[src/design/fsr_pkg.sv]
// shared constants and types for the flash status register block
package fsr_pkg;

   ////////////////////////////////////////////////////////////////////////
   // clock and status-write time
   localparam int unsigned CLK_PERIOD_NS   = 10;
   localparam int unsigned STATUS_WRITE_NS = 10000;
   // least time, so round up to whole cycles
   localparam int unsigned STATUS_WRITE_CYC =
      (STATUS_WRITE_NS + CLK_PERIOD_NS - 1) / CLK_PERIOD_NS;
   localparam int unsigned TIMER_W = $clog2(STATUS_WRITE_CYC + 1);

   ////////////////////////////////////////////////////////////////////////
   // status word bit positions
   localparam int BUSY_BIT  = 0;
   localparam int WEL_BIT   = 1;
   localparam int RANGE_LSB = 2;
   localparam int RANGE_MSB = 4;
   localparam int TB_BIT    = 5;
   localparam int GRAN_BIT  = 6;
   localparam int LOCK_LOW  = 7;
   localparam int LOCK_HIGH = 8;
   localparam int QUAD_BIT  = 9;
   localparam int OTP_BIT   = 10;
   localparam int LAT_BIT   = 11;
   localparam int DRV_LOW   = 12;
   localparam int DRV_HIGH  = 13;
   localparam int INV_BIT   = 14;
   localparam int SUS_BIT   = 15;

   localparam logic [15:0] STATUS_RESET = 16'h0000;
   // bits that a status write may change; busy, latch, suspend excluded
   localparam logic [15:0] WRITABLE_MASK = 16'h7FFC;

   ////////////////////////////////////////////////////////////////////////
   // derived settings
   localparam logic [3:0] DUMMY_SHORT = 4'h4;
   localparam logic [3:0] DUMMY_LONG  = 4'h8;
   localparam logic [6:0] DRIVE_100   = 7'h64;
   localparam logic [6:0] DRIVE_75    = 7'h4B;
   localparam logic [6:0] DRIVE_50    = 7'h32;
   localparam logic [6:0] DRIVE_25    = 7'h19;

   ////////////////////////////////////////////////////////////////////////
   // types
   typedef enum logic [1:0] {
      LOCK_SOFT  = 2'b00,
      LOCK_PIN   = 2'b01,
      LOCK_POWER = 2'b10,
      LOCK_OTP   = 2'b11
   } fsr_lock_e;

   typedef enum logic [3:0] {
      CMD_NONE          = 4'h0,
      CMD_READ_STATUS   = 4'h1,
      CMD_WRITE_ENABLE  = 4'h2,
      CMD_WRITE_DISABLE = 4'h3,
      CMD_WRITE_STATUS  = 4'h4,
      CMD_PAGE_PROGRAM  = 4'h5,
      CMD_QUAD_PROGRAM  = 4'h6,
      CMD_ERASE         = 4'h7,
      CMD_SEC_ERASE     = 4'h8,
      CMD_SEC_PROGRAM   = 4'h9,
      CMD_SUSPEND       = 4'hA,
      CMD_RESUME        = 4'hB,
      CMD_DUAL_IO_READ  = 4'hC,
      CMD_QUAD_IO_READ  = 4'hD,
      CMD_QUAD_OTHER    = 4'hE,
      CMD_OTHER         = 4'hF
   } fsr_cmd_e;

   typedef enum logic [1:0] {
      ST_IDLE         = 2'b00,
      ST_STATUS_WRITE = 2'b01,
      ST_ARRAY_OP     = 2'b10
   } fsr_state_e;

endpackage

[src/design/fsr_write_timer.sv]
// countdown for the self-timed status write
`timescale 1ns/1ps
module fsr_write_timer (
   input  wire logic core_clk,
   input  wire logic reset,
   input  wire logic start,
   output logic      done
);

   typedef struct packed {
      logic [fsr_pkg::TIMER_W-1:0] count;
      logic                        running;
      logic                        done;
   } fsr_timer_s;

   fsr_timer_s q;
   fsr_timer_s d;

   always_comb begin
      d = q;
      d.done = 1'b0;
      if (start) begin
         d.count   = fsr_pkg::TIMER_W'(fsr_pkg::STATUS_WRITE_CYC - 1);
         d.running = 1'b1;
      end else if (q.running) begin
         if (q.count == '0) begin
            d.running = 1'b0;
            d.done    = 1'b1;
         end else begin
            d.count = q.count - 1'b1;
         end
      end
   end

   always_ff @(posedge core_clk) begin
      if (reset) begin
         q <= '0;
      end else begin
         q <= d;
      end
   end

   assign done = q.done;

endmodule

[src/design/fsr_status_reg.sv]
// status and configuration register of the serial flash device
//
// Overview of operation
// - busy set during program, erase, status write
// - busy: ignore all but read status
// - operation end clears busy, accepts commands
// - write enable sets write-enable latch
// - latch cleared by reset, disable, writes
// - three-bit protect range, status-writable, default zero
// - top/bottom select: 0 top, 1 bottom
// - granularity select: 1 sectors, 0 blocks
// - invert bit complements chosen protection
// - status write needs latch and lock permission
// - lock mode 00 ignores protect pin
// - lock mode 01 follows protect pin unless four-lane enable set
// - lock mode 10 locks until power cycle
// - lock mode 11 locks forever
// - drive codes select 100/75/50/25 percent
// - suspend sets pause flag, resume clears
// - latency bit picks 4 or 8 dummies
// - otp area lock never returns to 0
// - four-lane enable turns pins into lanes
// - all bits default to zero
// - quad commands need four-lane enable
`timescale 1ns/1ps
module fsr_status_reg (
   input  wire logic        core_clk,
   input  wire logic        reset,
   input  wire logic        cmd_valid,
   input  wire logic [3:0]  cmd_kind,
   input  wire logic [15:0] status_wdata,
   input  wire logic        array_done,
   input  wire logic [15:0] nv_word,
   input  wire logic        write_protect_n_pin,
   output logic [15:0]      status_word,
   output logic             cmd_taken,
   output logic             cmd_ignored,
   output logic             nv_commit,
   output logic [3:0]       dummy_cycles,
   output logic [6:0]       drive_pct,
   output logic             pins_as_lanes,
   output logic             otp_area_locked
);

   ////////////////////////////////////////////////////////////////////////
   // state
   typedef struct packed {
      fsr_pkg::fsr_state_e st;
      logic [15:0]         word;
      logic [15:0]         pend;
      logic                taken;
      logic                ignored;
      logic                commit;
      logic [3:0]          dummy;
      logic [6:0]          drive;
      logic                lanes;
      logic                wp_s1;
      logic                wp_s2;
   } fsr_main_s;
   fsr_main_s           q;
   fsr_main_s           d;
   fsr_pkg::fsr_cmd_e   cmd;
   logic                tmr_start;
   logic                tmr_done;

   assign cmd = fsr_pkg::fsr_cmd_e'(cmd_kind);

   ////////////////////////////////////////////////////////////////////////
   // functions
   // drive code lookup
   function automatic logic [6:0] drive_of(input logic [15:0] w);
      logic [1:0] c;
      c = w[fsr_pkg::DRV_HIGH:fsr_pkg::DRV_LOW];
      case (c)
         2'b00:   drive_of = fsr_pkg::DRIVE_100;
         2'b01:   drive_of = fsr_pkg::DRIVE_75;
         2'b10:   drive_of = fsr_pkg::DRIVE_50;
         default: drive_of = fsr_pkg::DRIVE_25;
      endcase
   endfunction

   function automatic logic [3:0] dummy_of(input logic [15:0] w);
      dummy_of = w[fsr_pkg::LAT_BIT] ? fsr_pkg::DUMMY_LONG
                                      : fsr_pkg::DUMMY_SHORT;
   endfunction

   function automatic logic write_ok(input logic [15:0] w,
                                     input logic        wp_high);
      fsr_pkg::fsr_lock_e m;
      m = fsr_pkg::fsr_lock_e'(w[fsr_pkg::LOCK_HIGH:fsr_pkg::LOCK_LOW]);
      write_ok = 1'b0;
      if (w[fsr_pkg::WEL_BIT]) begin
         case (m)
            fsr_pkg::LOCK_SOFT:  write_ok = 1'b1;
            // pin decides, but not in four-lane mode
            fsr_pkg::LOCK_PIN:
               write_ok = wp_high | w[fsr_pkg::QUAD_BIT];
            fsr_pkg::LOCK_POWER: write_ok = 1'b0;
            default:             write_ok = 1'b0;
         endcase
      end
   endfunction

   // new word at the end of a status write
   function automatic logic [15:0] merge(input logic [15:0] old_w,
                                         input logic [15:0] new_w);
      logic [15:0] r;
      r = (old_w & ~fsr_pkg::WRITABLE_MASK)
        | (new_w & fsr_pkg::WRITABLE_MASK);
      r[fsr_pkg::OTP_BIT] = old_w[fsr_pkg::OTP_BIT] | new_w[fsr_pkg::OTP_BIT];
      r[fsr_pkg::BUSY_BIT] = 1'b0;
      merge = r;
   endfunction

   // power-up value; volatile bits cleared, stored bits reloaded
   function automatic fsr_main_s power_up(input logic [15:0] nv);
      fsr_main_s s;
      s = '0;
      s.st = fsr_pkg::ST_IDLE;
      // nonvolatile image is all zero from the factory
      s.word = (nv & fsr_pkg::WRITABLE_MASK) | fsr_pkg::STATUS_RESET;
      // power-cycle lock reverts to software mode
      if (s.word[fsr_pkg::LOCK_HIGH:fsr_pkg::LOCK_LOW] == 2'b10) begin
         s.word[fsr_pkg::LOCK_HIGH:fsr_pkg::LOCK_LOW] = 2'b00;
      end
      s.dummy = dummy_of(s.word);
      s.drive = drive_of(s.word);
      s.lanes = s.word[fsr_pkg::QUAD_BIT];
      power_up = s;
   endfunction

   ////////////////////////////////////////////////////////////////////////
   // status-write timer
   fsr_write_timer u_timer (
      .core_clk (core_clk),
      .reset    (reset),
      .start    (tmr_start),
      .done     (tmr_done)
   );

   ////////////////////////////////////////////////////////////////////////
   // next state
   always_comb begin
      logic busy;
      logic write_enable_latch;
      logic quad;
      logic array_ok;
      busy      = q.word[fsr_pkg::BUSY_BIT];
      write_enable_latch       = q.word[fsr_pkg::WEL_BIT];
      quad      = q.word[fsr_pkg::QUAD_BIT];
      array_ok  = 1'b0;
      d         = q;
      d.taken   = 1'b0;
      d.ignored = 1'b0;
      d.commit  = 1'b0;
      d.wp_s1   = write_protect_n_pin;
      d.wp_s2   = q.wp_s1;
      tmr_start = 1'b0;
      case (q.st)
         fsr_pkg::ST_STATUS_WRITE: begin
            if (tmr_done) begin
               // commit only when the write completes
               d.word   = merge(q.word, q.pend);
               d.commit = 1'b1;
               d.st     = fsr_pkg::ST_IDLE;
            end
         end
         fsr_pkg::ST_ARRAY_OP: begin
            if (array_done) begin
               d.word[fsr_pkg::BUSY_BIT] = 1'b0;
               d.st = fsr_pkg::ST_IDLE;
            end
         end
         default: begin
            d.st = fsr_pkg::ST_IDLE;
         end
      endcase
      if (cmd_valid) begin
         if (busy) begin
            // only status reads get through while busy
            d.taken   = (cmd == fsr_pkg::CMD_READ_STATUS);
            d.ignored = (cmd != fsr_pkg::CMD_READ_STATUS);
         end else begin
            d.taken = 1'b1;
            case (cmd)
               fsr_pkg::CMD_WRITE_ENABLE: begin
                  d.word[fsr_pkg::WEL_BIT] = 1'b1;
               end
               fsr_pkg::CMD_WRITE_DISABLE: begin
                  d.word[fsr_pkg::WEL_BIT] = 1'b0;
               end
               fsr_pkg::CMD_WRITE_STATUS: begin
                  // latch and lock mode must allow it
                  if (write_ok(q.word, q.wp_s2)) begin
                     d.pend = status_wdata;
                     d.word[fsr_pkg::BUSY_BIT] = 1'b1;
                     d.word[fsr_pkg::WEL_BIT] = 1'b0;
                     d.st      = fsr_pkg::ST_STATUS_WRITE;
                     tmr_start = 1'b1;
                  end else begin
                     // refused write leaves all bits alone
                     d.taken   = 1'b0;
                     d.ignored = 1'b1;
                  end
               end
               fsr_pkg::CMD_PAGE_PROGRAM,
               fsr_pkg::CMD_ERASE: begin
                  array_ok = write_enable_latch;
               end
               fsr_pkg::CMD_QUAD_PROGRAM: begin
                  array_ok = write_enable_latch & quad;
               end
               fsr_pkg::CMD_SEC_ERASE,
               fsr_pkg::CMD_SEC_PROGRAM: begin
                  array_ok = write_enable_latch & ~q.word[fsr_pkg::OTP_BIT];
               end
               fsr_pkg::CMD_SUSPEND: begin
                  d.word[fsr_pkg::SUS_BIT] = 1'b1;
               end
               fsr_pkg::CMD_RESUME: begin
                  d.word[fsr_pkg::SUS_BIT] = 1'b0;
               end
               fsr_pkg::CMD_QUAD_IO_READ,
               fsr_pkg::CMD_QUAD_OTHER: begin
                  if (!quad) begin
                     d.taken   = 1'b0;
                     d.ignored = 1'b1;
                  end
               end
               fsr_pkg::CMD_NONE: begin
                  d.taken = 1'b0;
               end
               default: begin
                  d.taken = 1'b1;
               end
            endcase
            if (cmd == fsr_pkg::CMD_PAGE_PROGRAM ||
                cmd == fsr_pkg::CMD_QUAD_PROGRAM ||
                cmd == fsr_pkg::CMD_ERASE ||
                cmd == fsr_pkg::CMD_SEC_ERASE ||
                cmd == fsr_pkg::CMD_SEC_PROGRAM) begin
               if (array_ok) begin
                  // busy until the array reports done
                  d.word[fsr_pkg::BUSY_BIT] = 1'b1;
                  d.word[fsr_pkg::WEL_BIT] = 1'b0;
                  d.st = fsr_pkg::ST_ARRAY_OP;
               end else begin
                  d.taken   = 1'b0;
                  d.ignored = 1'b1;
               end
            end
         end
      end
      // settings follow the next word so outputs stay in step
      d.dummy = dummy_of(d.word);
      d.drive = drive_of(d.word);
      d.lanes = d.word[fsr_pkg::QUAD_BIT];
   end

   always_ff @(posedge core_clk) begin
      if (reset) begin
         q <= power_up(nv_word);
      end else begin
         q <= d;
      end
   end

   ////////////////////////////////////////////////////////////////////////
   // outputs
   assign status_word     = q.word;
   assign cmd_taken       = q.taken;
   assign cmd_ignored     = q.ignored;
   assign nv_commit       = q.commit;
   assign dummy_cycles    = q.dummy;
   assign drive_pct       = q.drive;
   assign pins_as_lanes   = q.lanes;
   assign otp_area_locked = q.word[fsr_pkg::OTP_BIT];
endmodule

[config.mk]
export PLATFORM = sky130hd
export DESIGN_NAME = fsr_status_reg
export DESIGN_NICKNAME = d
export VERILOG_FILES = /design/src/design/fsr_pkg.sv /design/src/design/fsr_write_timer.sv /design/src/design/fsr_status_reg.sv
export SDC_FILE = /design/constraint.sdc
export NUM_CORES = 1
export LEC_CHECK = 0
export BUFFER_PORTS_ARGS = -buffer_cell sky130_fd_sc_hd__buf_2
export CAP_MARGIN = 30
export CELL_PAD_IN_SITES_DETAIL_PLACEMENT = 1
export CELL_PAD_IN_SITES_GLOBAL_PLACEMENT = 1
export CORE_MARGIN = 2
export CORE_UTILIZATION = 35
export DETAILED_ROUTE_END_ITERATION = 10
export PLACE_DENSITY = 0.76
export SLEW_MARGIN = 15
export SYNTH_ARGS = -nofsm -noshare
export SYNTH_HDL_FRONTEND = slang
export SYNTH_SLANG_ARGS = --single-unit
[constraint.sdc]
create_clock -name core_clk -period 2.11 [get_ports core_clk]
set_clock_uncertainty 0.05 [all_clocks]
set_input_delay 0.3165 -clock core_clk [delete_from_list [all_inputs] [get_ports core_clk]]
set_output_delay 0.3165 -clock core_clk [all_outputs]
set_load 0.005 [all_outputs]
==> results_dict.tcl, run 1 <==
set metrics [dict create \
    status "completed" \
    ir_worst_vdd_v 0.0002689 \
    async_flop_share_pct 0 \
    antenna_cells 0 \
    crit_type "flip-flop to flip-flop" \
    critPathLaunchType "flip-flop" \
    synth-seq-cells 55 \
    crit_end "u_timer.q[3]$_SDFFE_PP0P_" \
    cts_tree "done" \
    setup-violations-final 0 \
    remaining_drc_errors 0 \
    post_route_cells_drive_above_1_share_pct 30.50 \
    detail_route.wirelength_mm 5.968 \
    sequentialPowerShare_pct 56.9 \
    synth_seq_area_share_pct 43.86 \
    synth.distinct_cells 49 \
    grt_pass1_vias 2068 \
    drv_cap 0 \
    post-dp-hpwl_mm 4.556 \
    cts.path.max_buffers 2 \
    final_util_pct 40.64 \
    clk-insertion-delay-late_ns 0.32 \
    cp-end-kind "flip-flop" \
    antenna_found_initial 0 \
    tightest_slew_ns 0.6250 \
    final_area_um2 3108 \
    pwr-share-clk_pct 31.4 \
    max_slew_margin_pct 58.18 \
    dr.pass1.iters 4 \
    cts_sinks 55 \
    p_int_w 0.001463 \
    slew_violations 0 \
    area_delta_synth_final_pct 13.48 \
    grt_first_pass_wirelength_mm 9.811 \
    netlist_area_um2 2739 \
    period_minus_slack_ns 1.975 \
    period_share_pct 93.61 \
    cts_made_buffers 5 \
    grt_setup_unrepaired "no" \
    cp.required_ns 2.32 \
    cts-root-buf "clkbuf_8" \
    reg2reg_slack_ns 0.13 \
    path_max_fanout 4 \
    finalHoldViolations 0 \
    reg2reg_to "u_timer.q[3]$_SDFFE_PP0P_" \
    yosysWarnings 0 \
    power.leakage_nw 1.283 \
    dieArea_um2 8549 \
    fp-row-count 32 \
    fin_setup_tns_ns 0 \
    timing.hold.ws_ns 0.1769 \
    combPwrFrac_pct 11.7 \
    grt_overflow 0 \
    initial_core_util_pct 35.81 \
    r2r_cells 6 \
    wl_per_cell_um 13.47 \
    grt_max_degree 25 \
    critPathLaunch "u_timer.q[2]$_SDFFE_PP0P_" \
    coreArea_um2 7647 \
    grt_usage_pct 14.31 \
    reg2reg_from "u_timer.q[2]$_SDFFE_PP0P_" \
    io_pins 73 \
    synth-edff-count 10 \
    placed_area_um2 3010 \
    crit_arrival_ns 2.19 \
    ant_nets 0 \
    post_cts_buffers 0 \
    fin_nets 394 \
    drt_iter0_markers 42 \
    die_x_um 92.46 \
    synth_cells 296 \
    vias 2107 \
    port_buffers 64 \
    power.switching_w 0.0005066 \
    hp-class "input port to flip-flop" \
    p_total_w 0.001970 \
    die_y_um 92.46 \
    cts_max_level 2 \
    power_density_nw_per_um2 633.8 \
    swShare_pct 25.72 \
    vias_per_cell 4.756 \
    max_freq_mhz 506.3 \
    gp_congestion 0.8226 \
    syn_avg_cell_area_um2 9.253 \
    path_clk_slew_ns 0.10 \
    ys.flop_type "dfxtp_1" \
]
-- metrics by stage --
step / setup slack (ns) / cells
floorplan: 0.1136 / 297
global placement: 0.09865 / 435
detailed placement: 0.05259 / 435
CTS: 0.02277 / 443
global route: 0.02215 / 443
finish: 0.1349 / 443
-- how the worst min path moves through the flow --
| stage | depth (start not counted) | endpoint | startpoint | slack [ns] |
|---|---|---|---|---|
| after global placement | 1 | q[0]$_SDFF_PP0_ | d[0]$_SDFF_PP0_ | 0.39 |
| after detailed placement | 1 | q[0]$_SDFF_PP0_ | d[0]$_SDFF_PP0_ | 0.39 |
| after floorplan | 1 | q[0]$_SDFF_PP0_ | d[0]$_SDFF_PP0_ | 0.36 |
| after CTS | 3 | q[22]$_SDFFE_PP0P_ | status_wdata[5] | 0.17 |
| after global routing | 3 | q[28]$_SDFFE_PP0P_ | status_wdata[11] | 0.18 |
| final | 3 | q[22]$_SDFFE_PP0P_ | status_wdata[5] | 0.18 |
-- worst max-delay path: stages (launching register included) --
cell and delay, ns:
dfxtp_1 0.34, inv_1 0.11, ha_1 0.16, nor3b_1 0.47, a31o_2 0.32, mux2_2 0.36
a21oi_2 0.12
-- synthesized netlist by cell type, types with 3 or more instances --
master / instances / share of area, %
inv_1: 14 / 1.9
a21oi_1: 32 / 5.8
mux2_2: 5 / 2.1
buf_4: 29 / 7.9
dfxtp_1: 45 / 33
a21oi_2: 3 / 0.96
a22o_1: 8 / 2.6
nand2_1: 37 / 5.1
nor2_1: 22 / 3.0
o31ai_1: 3 / 0.82
xnor2_1: 4 / 1.3
edfxtp_1: 10 / 11
a211oi_1: 3 / 0.82
nor3_1: 7 / 1.3
nor2b_1: 3 / 0.69
nand2b_1: 4 / 0.91
nand3_1: 3 / 0.55
o21ai_0: 3 / 0.55
ha_1: 13 / 5.9
xor2_1: 5 / 1.6
clkbuf_1: 8 / 1.1
-- timing repair --
item / in CTS / in global routing
endpoints found under the setup margin: 0 / 16
resized for setup: 0 / 1
hold buffers: 0 / 0
-- cells by family (layout without fill, tap and decap cells) --
family,count (synthesis),count (layout),synth area share (%)
mux,6,6,2.421
compound gates,62,62,14.85
other cells,1,2,0.1369
fa+ha+maj,13,13,5.939
buf+inv,55,99,12.52
xor+xnor,9,9,2.878
simple gates,95,95,17.40
flops,55,55,43.86
-- power by group through the flow --
stage | registers, W | clock network [W] | logic [W]
global placement | 0.00115 | 0 | 0.000226
detailed placement | 0.00115 | 0 | 0.000233
finish | 0.00112 | 0.000618 | 0.000230
floorplan | 0.00115 | 0 | 0.000172
global route | 0.00113 | 0.000671 | 0.000259
CTS | 0.00112 | 0.000634 | 0.000234
-- final cells by class --
type / count / area, um^2
clock inverters: 3 / 26.28
flip-flops and latches: 55 / 1201
inverters: 14 / 52.55
multi-input cells: 187 / 1201
fillers: 928 / 4539
well taps: 102 / 127.6
clock buffers: 5 / 68.82
repair buffers: 77 / 430.4
-- layout by cell type (no fill, tap or decap), types with 3 or more instances in the layout --
master	synthesis	routed
o31ai_1	3	3
a211oi_1	3	3
mux2_2	5	5
nor3_1	7	7
nor2_1	22	22
nand2b_1	4	4
ha_1	13	13
xor2_1	5	5
a21oi_2	3	3
dfxtp_1	45	45
a22o_1	8	8
nand2_1	37	36
nand3_1	3	3
buf_4	29	12
nor2b_1	3	3
edfxtp_1	10	10
buf_2	1	64
o21ai_0	3	3
clkbuf_8	0	5
xnor2_1	4	4
a21oi_1	32	32
inv_1	14	14
-- state kept, by name (all words and copies together) (netlist names) --
| register | flops |
|---|---|
| dummy_cycles | 1 |
| u_timer.q | 11 |
| d | 1 |
| q | 16 |
| nv_commit | 1 |
| cmd_ignored | 1 |
| status_word | 16 |
| cmd_taken | 1 |
| u_timer.done | 1 |
| drive_pct | 6 |
-- metal layers --
metal,global-route usage [%],part of all wire [%]
met1,18.06,47
met4,4.478,1.3
met5,0,0
met3,2.522,2.9
met2,24.82,49
(Power assumes the default switching activity.)
==> run 2, diff against run 1 <==
BUFFER_PORTS_ARGS = -buffer_cell sky130_fd_sc_hd__buf_4   (was -buffer_cell sky130_fd_sc_hd__buf_2)
CORE_MARGIN = not set   (was 2)
==> run 2 against run 1 <==
- critical path type unchanged
- sequential share of layout area down 1.7 points
- largest power group unchanged
- highest routed layer unchanged
- register-to-register slack improved by 0.03 ns
- cell count fell by 0.68%
- cell area grew 4.5%
- via count is 0.95% lower
- total power rose by 0.54%
- hold slack got worse by 0.015 ns
- clock power down 3.9%
- sequential cell count unchanged
==> results_dict.tcl, run 2 (synthesized netlist as in run 1, its figures left out) <==
set metrics [dict create \
    grt_max_degree 33 \
    dieArea_um2 8183 \
    critPathMaxStageDelay_ns 0.60 \
    fp-row-count 31 \
    cts_made_buffers 5 \
    timing.hold.ws_ns 0.1616 \
    antenna_found_initial 0 \
    crit_arrival_ns 2.09 \
    p_total_w 0.001981 \
    drv_cap 0 \
    period_share_pct 92.15 \
    fill_cells 876 \
    status "completed" \
    io_pins 73 \
    finalHoldViolations 0 \
    reg2reg_from "status_word[7]$_DFFE_PP_" \
    initial_core_util_pct 36.97 \
    dr.pass1.iters 4 \
    hp-class "input port to flip-flop" \
    cts_sinks 55 \
    mostFrequentLayoutCells "buf_4, dfxtp_1, nand2_1" \
    cp.required_ns 2.26 \
    post_route_cells_drive_above_1_share_pct 30.21 \
    ant_nets 0 \
    path_clk_slew_ns 0.10 \
    final_common_cell "buf_4" \
    register_area_um2 1201 \
    fin_setup_tns_ns 0 \
    fin_nets 394 \
    grt_pass1_vias 2166 \
    ir_worst_vdd_v 0.0002423 \
    crit_type "flip-flop to flip-flop" \
    slowest_stage "or4_4" \
    grt_usage_pct 14.17 \
    remaining_drc_errors 0 \
    cp-end-kind "flip-flop" \
    antenna_cells 0 \
    path_max_fanout 23 \
    grt_overflow 0 \
    multi_input_area_um2 1199 \
    cts_resized 0 \
    setup-violations-final 0 \
    wl_met2_mm 2.848 \
    coreArea_um2 7408 \
    topRoutingLayerUsed "met4" \
    grt_first_pass_wirelength_mm 9.632 \
    power_density_nw_per_um2 609.8 \
    critPathLaunchType "flip-flop" \
    clk-insertion-delay-late_ns 0.31 \
    max_freq_mhz 514.3 \
    cts_max_level 2 \
    vias 2087 \
    detail_route.wirelength_mm 5.619 \
    critPathLaunch "status_word[7]$_DFFE_PP_" \
    grt_setup_unrepaired "no" \
    cts-root-buf "clkbuf_8" \
    fin_ws_ns 0.1657 \
    wl_met3_um 159 \
    wl_per_cell_um 12.77 \
    die_y_um 90.46 \
    place_ws_ns 0.04216 \
    drt-met1-wl_mm 2.554 \
    vias_per_cell 4.743 \
    cts.path.max_buffers 2 \
    holdCritStartpoint "write_protect_n_pin" \
    drt_iter0_markers 61 \
    die_x_um 90.46 \
    place_inst 432 \
    post_cts_buffers 0 \
    area_delta_synth_final_pct 18.59 \
    stdcell_count 440 \
    post-dp-hpwl_mm 4.320 \
    port_buffers 64 \
    slew_violations 0 \
    cts_tree "done" \
    ctsHoldBuffers 0 \
    period_minus_slack_ns 1.944 \
    power.leakage_nw 1.323 \
    path_cells "nor3b_1 -> or3b_4 -> or4_4 -> nand3_1 -> a21oi_1" \
    gp_congestion 0.7555 \
]
## run 2: cell types whose count changed in the layout (fill, tap and decap cells not counted)
cell / change
buf_12: -1
clkinv_4: +1
nand2_1: +1
buf_4: +65
nand2_2: -1
clkinvlp_4: +1
inv_6: -2
buf_2: -64
## run 2: worst paths after layout
path	endpoint	slack [ns]	cells after the start
min reg2reg	q[20]$_SDFFE_PP0P_	0.41	2
max reg2reg	q[50]$_SDFF_PP0_	0.17	5
max	q[50]$_SDFF_PP0_	0.17	5
min	d[0]$_SDFF_PP0_	0.16	2
## run 2: per-layer routing
layer / track usage [%] / vias to the layer above
li1: - / 1070
met1: 16.95 / 977
met2: 25.69 / 35
met3: 2.273 / 5
met4: 4.435 / 0
met5: 0 / -
## run 2: through the flow
step / utilization [%] / cell area (um^2)
after global placement: 42.58 / 3154
after global routing: 43.84 / 3248
after detailed placement: 42.58 / 3154
final: 43.84 / 3248
after floorplan: - / 2743
after CTS: 43.84 / 3248
## run 2: worst max-delay path: cells and delay by family (launching register included)
kind | cells | cell delay [ns]
AND/OR/NAND/NOR | 4 | 1.30
AO/OA/AOI/OAI | 1 | 0.07
flip-flops | 1 | 0.40
## run 2: layout make-up
| class | count | share of cell area, % |
|---|---|---|
| timing repair buffer | 77 | 17.80 |
| tap | 99 | 3.814 |
| clock buffer | 5 | 2.119 |
| inverter | 14 | 1.618 |
| clock inverter | 3 | 0.7704 |
| multi-input combinational | 187 | 36.90 |
| sequential | 55 | 36.98 |
## run 2: report_power, final
| part | switching [W] | total, W | internal [W] | leakage [nW] |
|---|---|---|---|---|
| logic | 0.000117 | 0.000263 | 0.000146 | 0.812 |
| registers | 0.0000147 | 0.00112 | 0.00111 | 0.467 |
| clock network | 0.000356 | 0.000594 | 0.000238 | 0.0443 |
| total | 0.000488 | 0.00198 | 0.00149 | 1.32 |
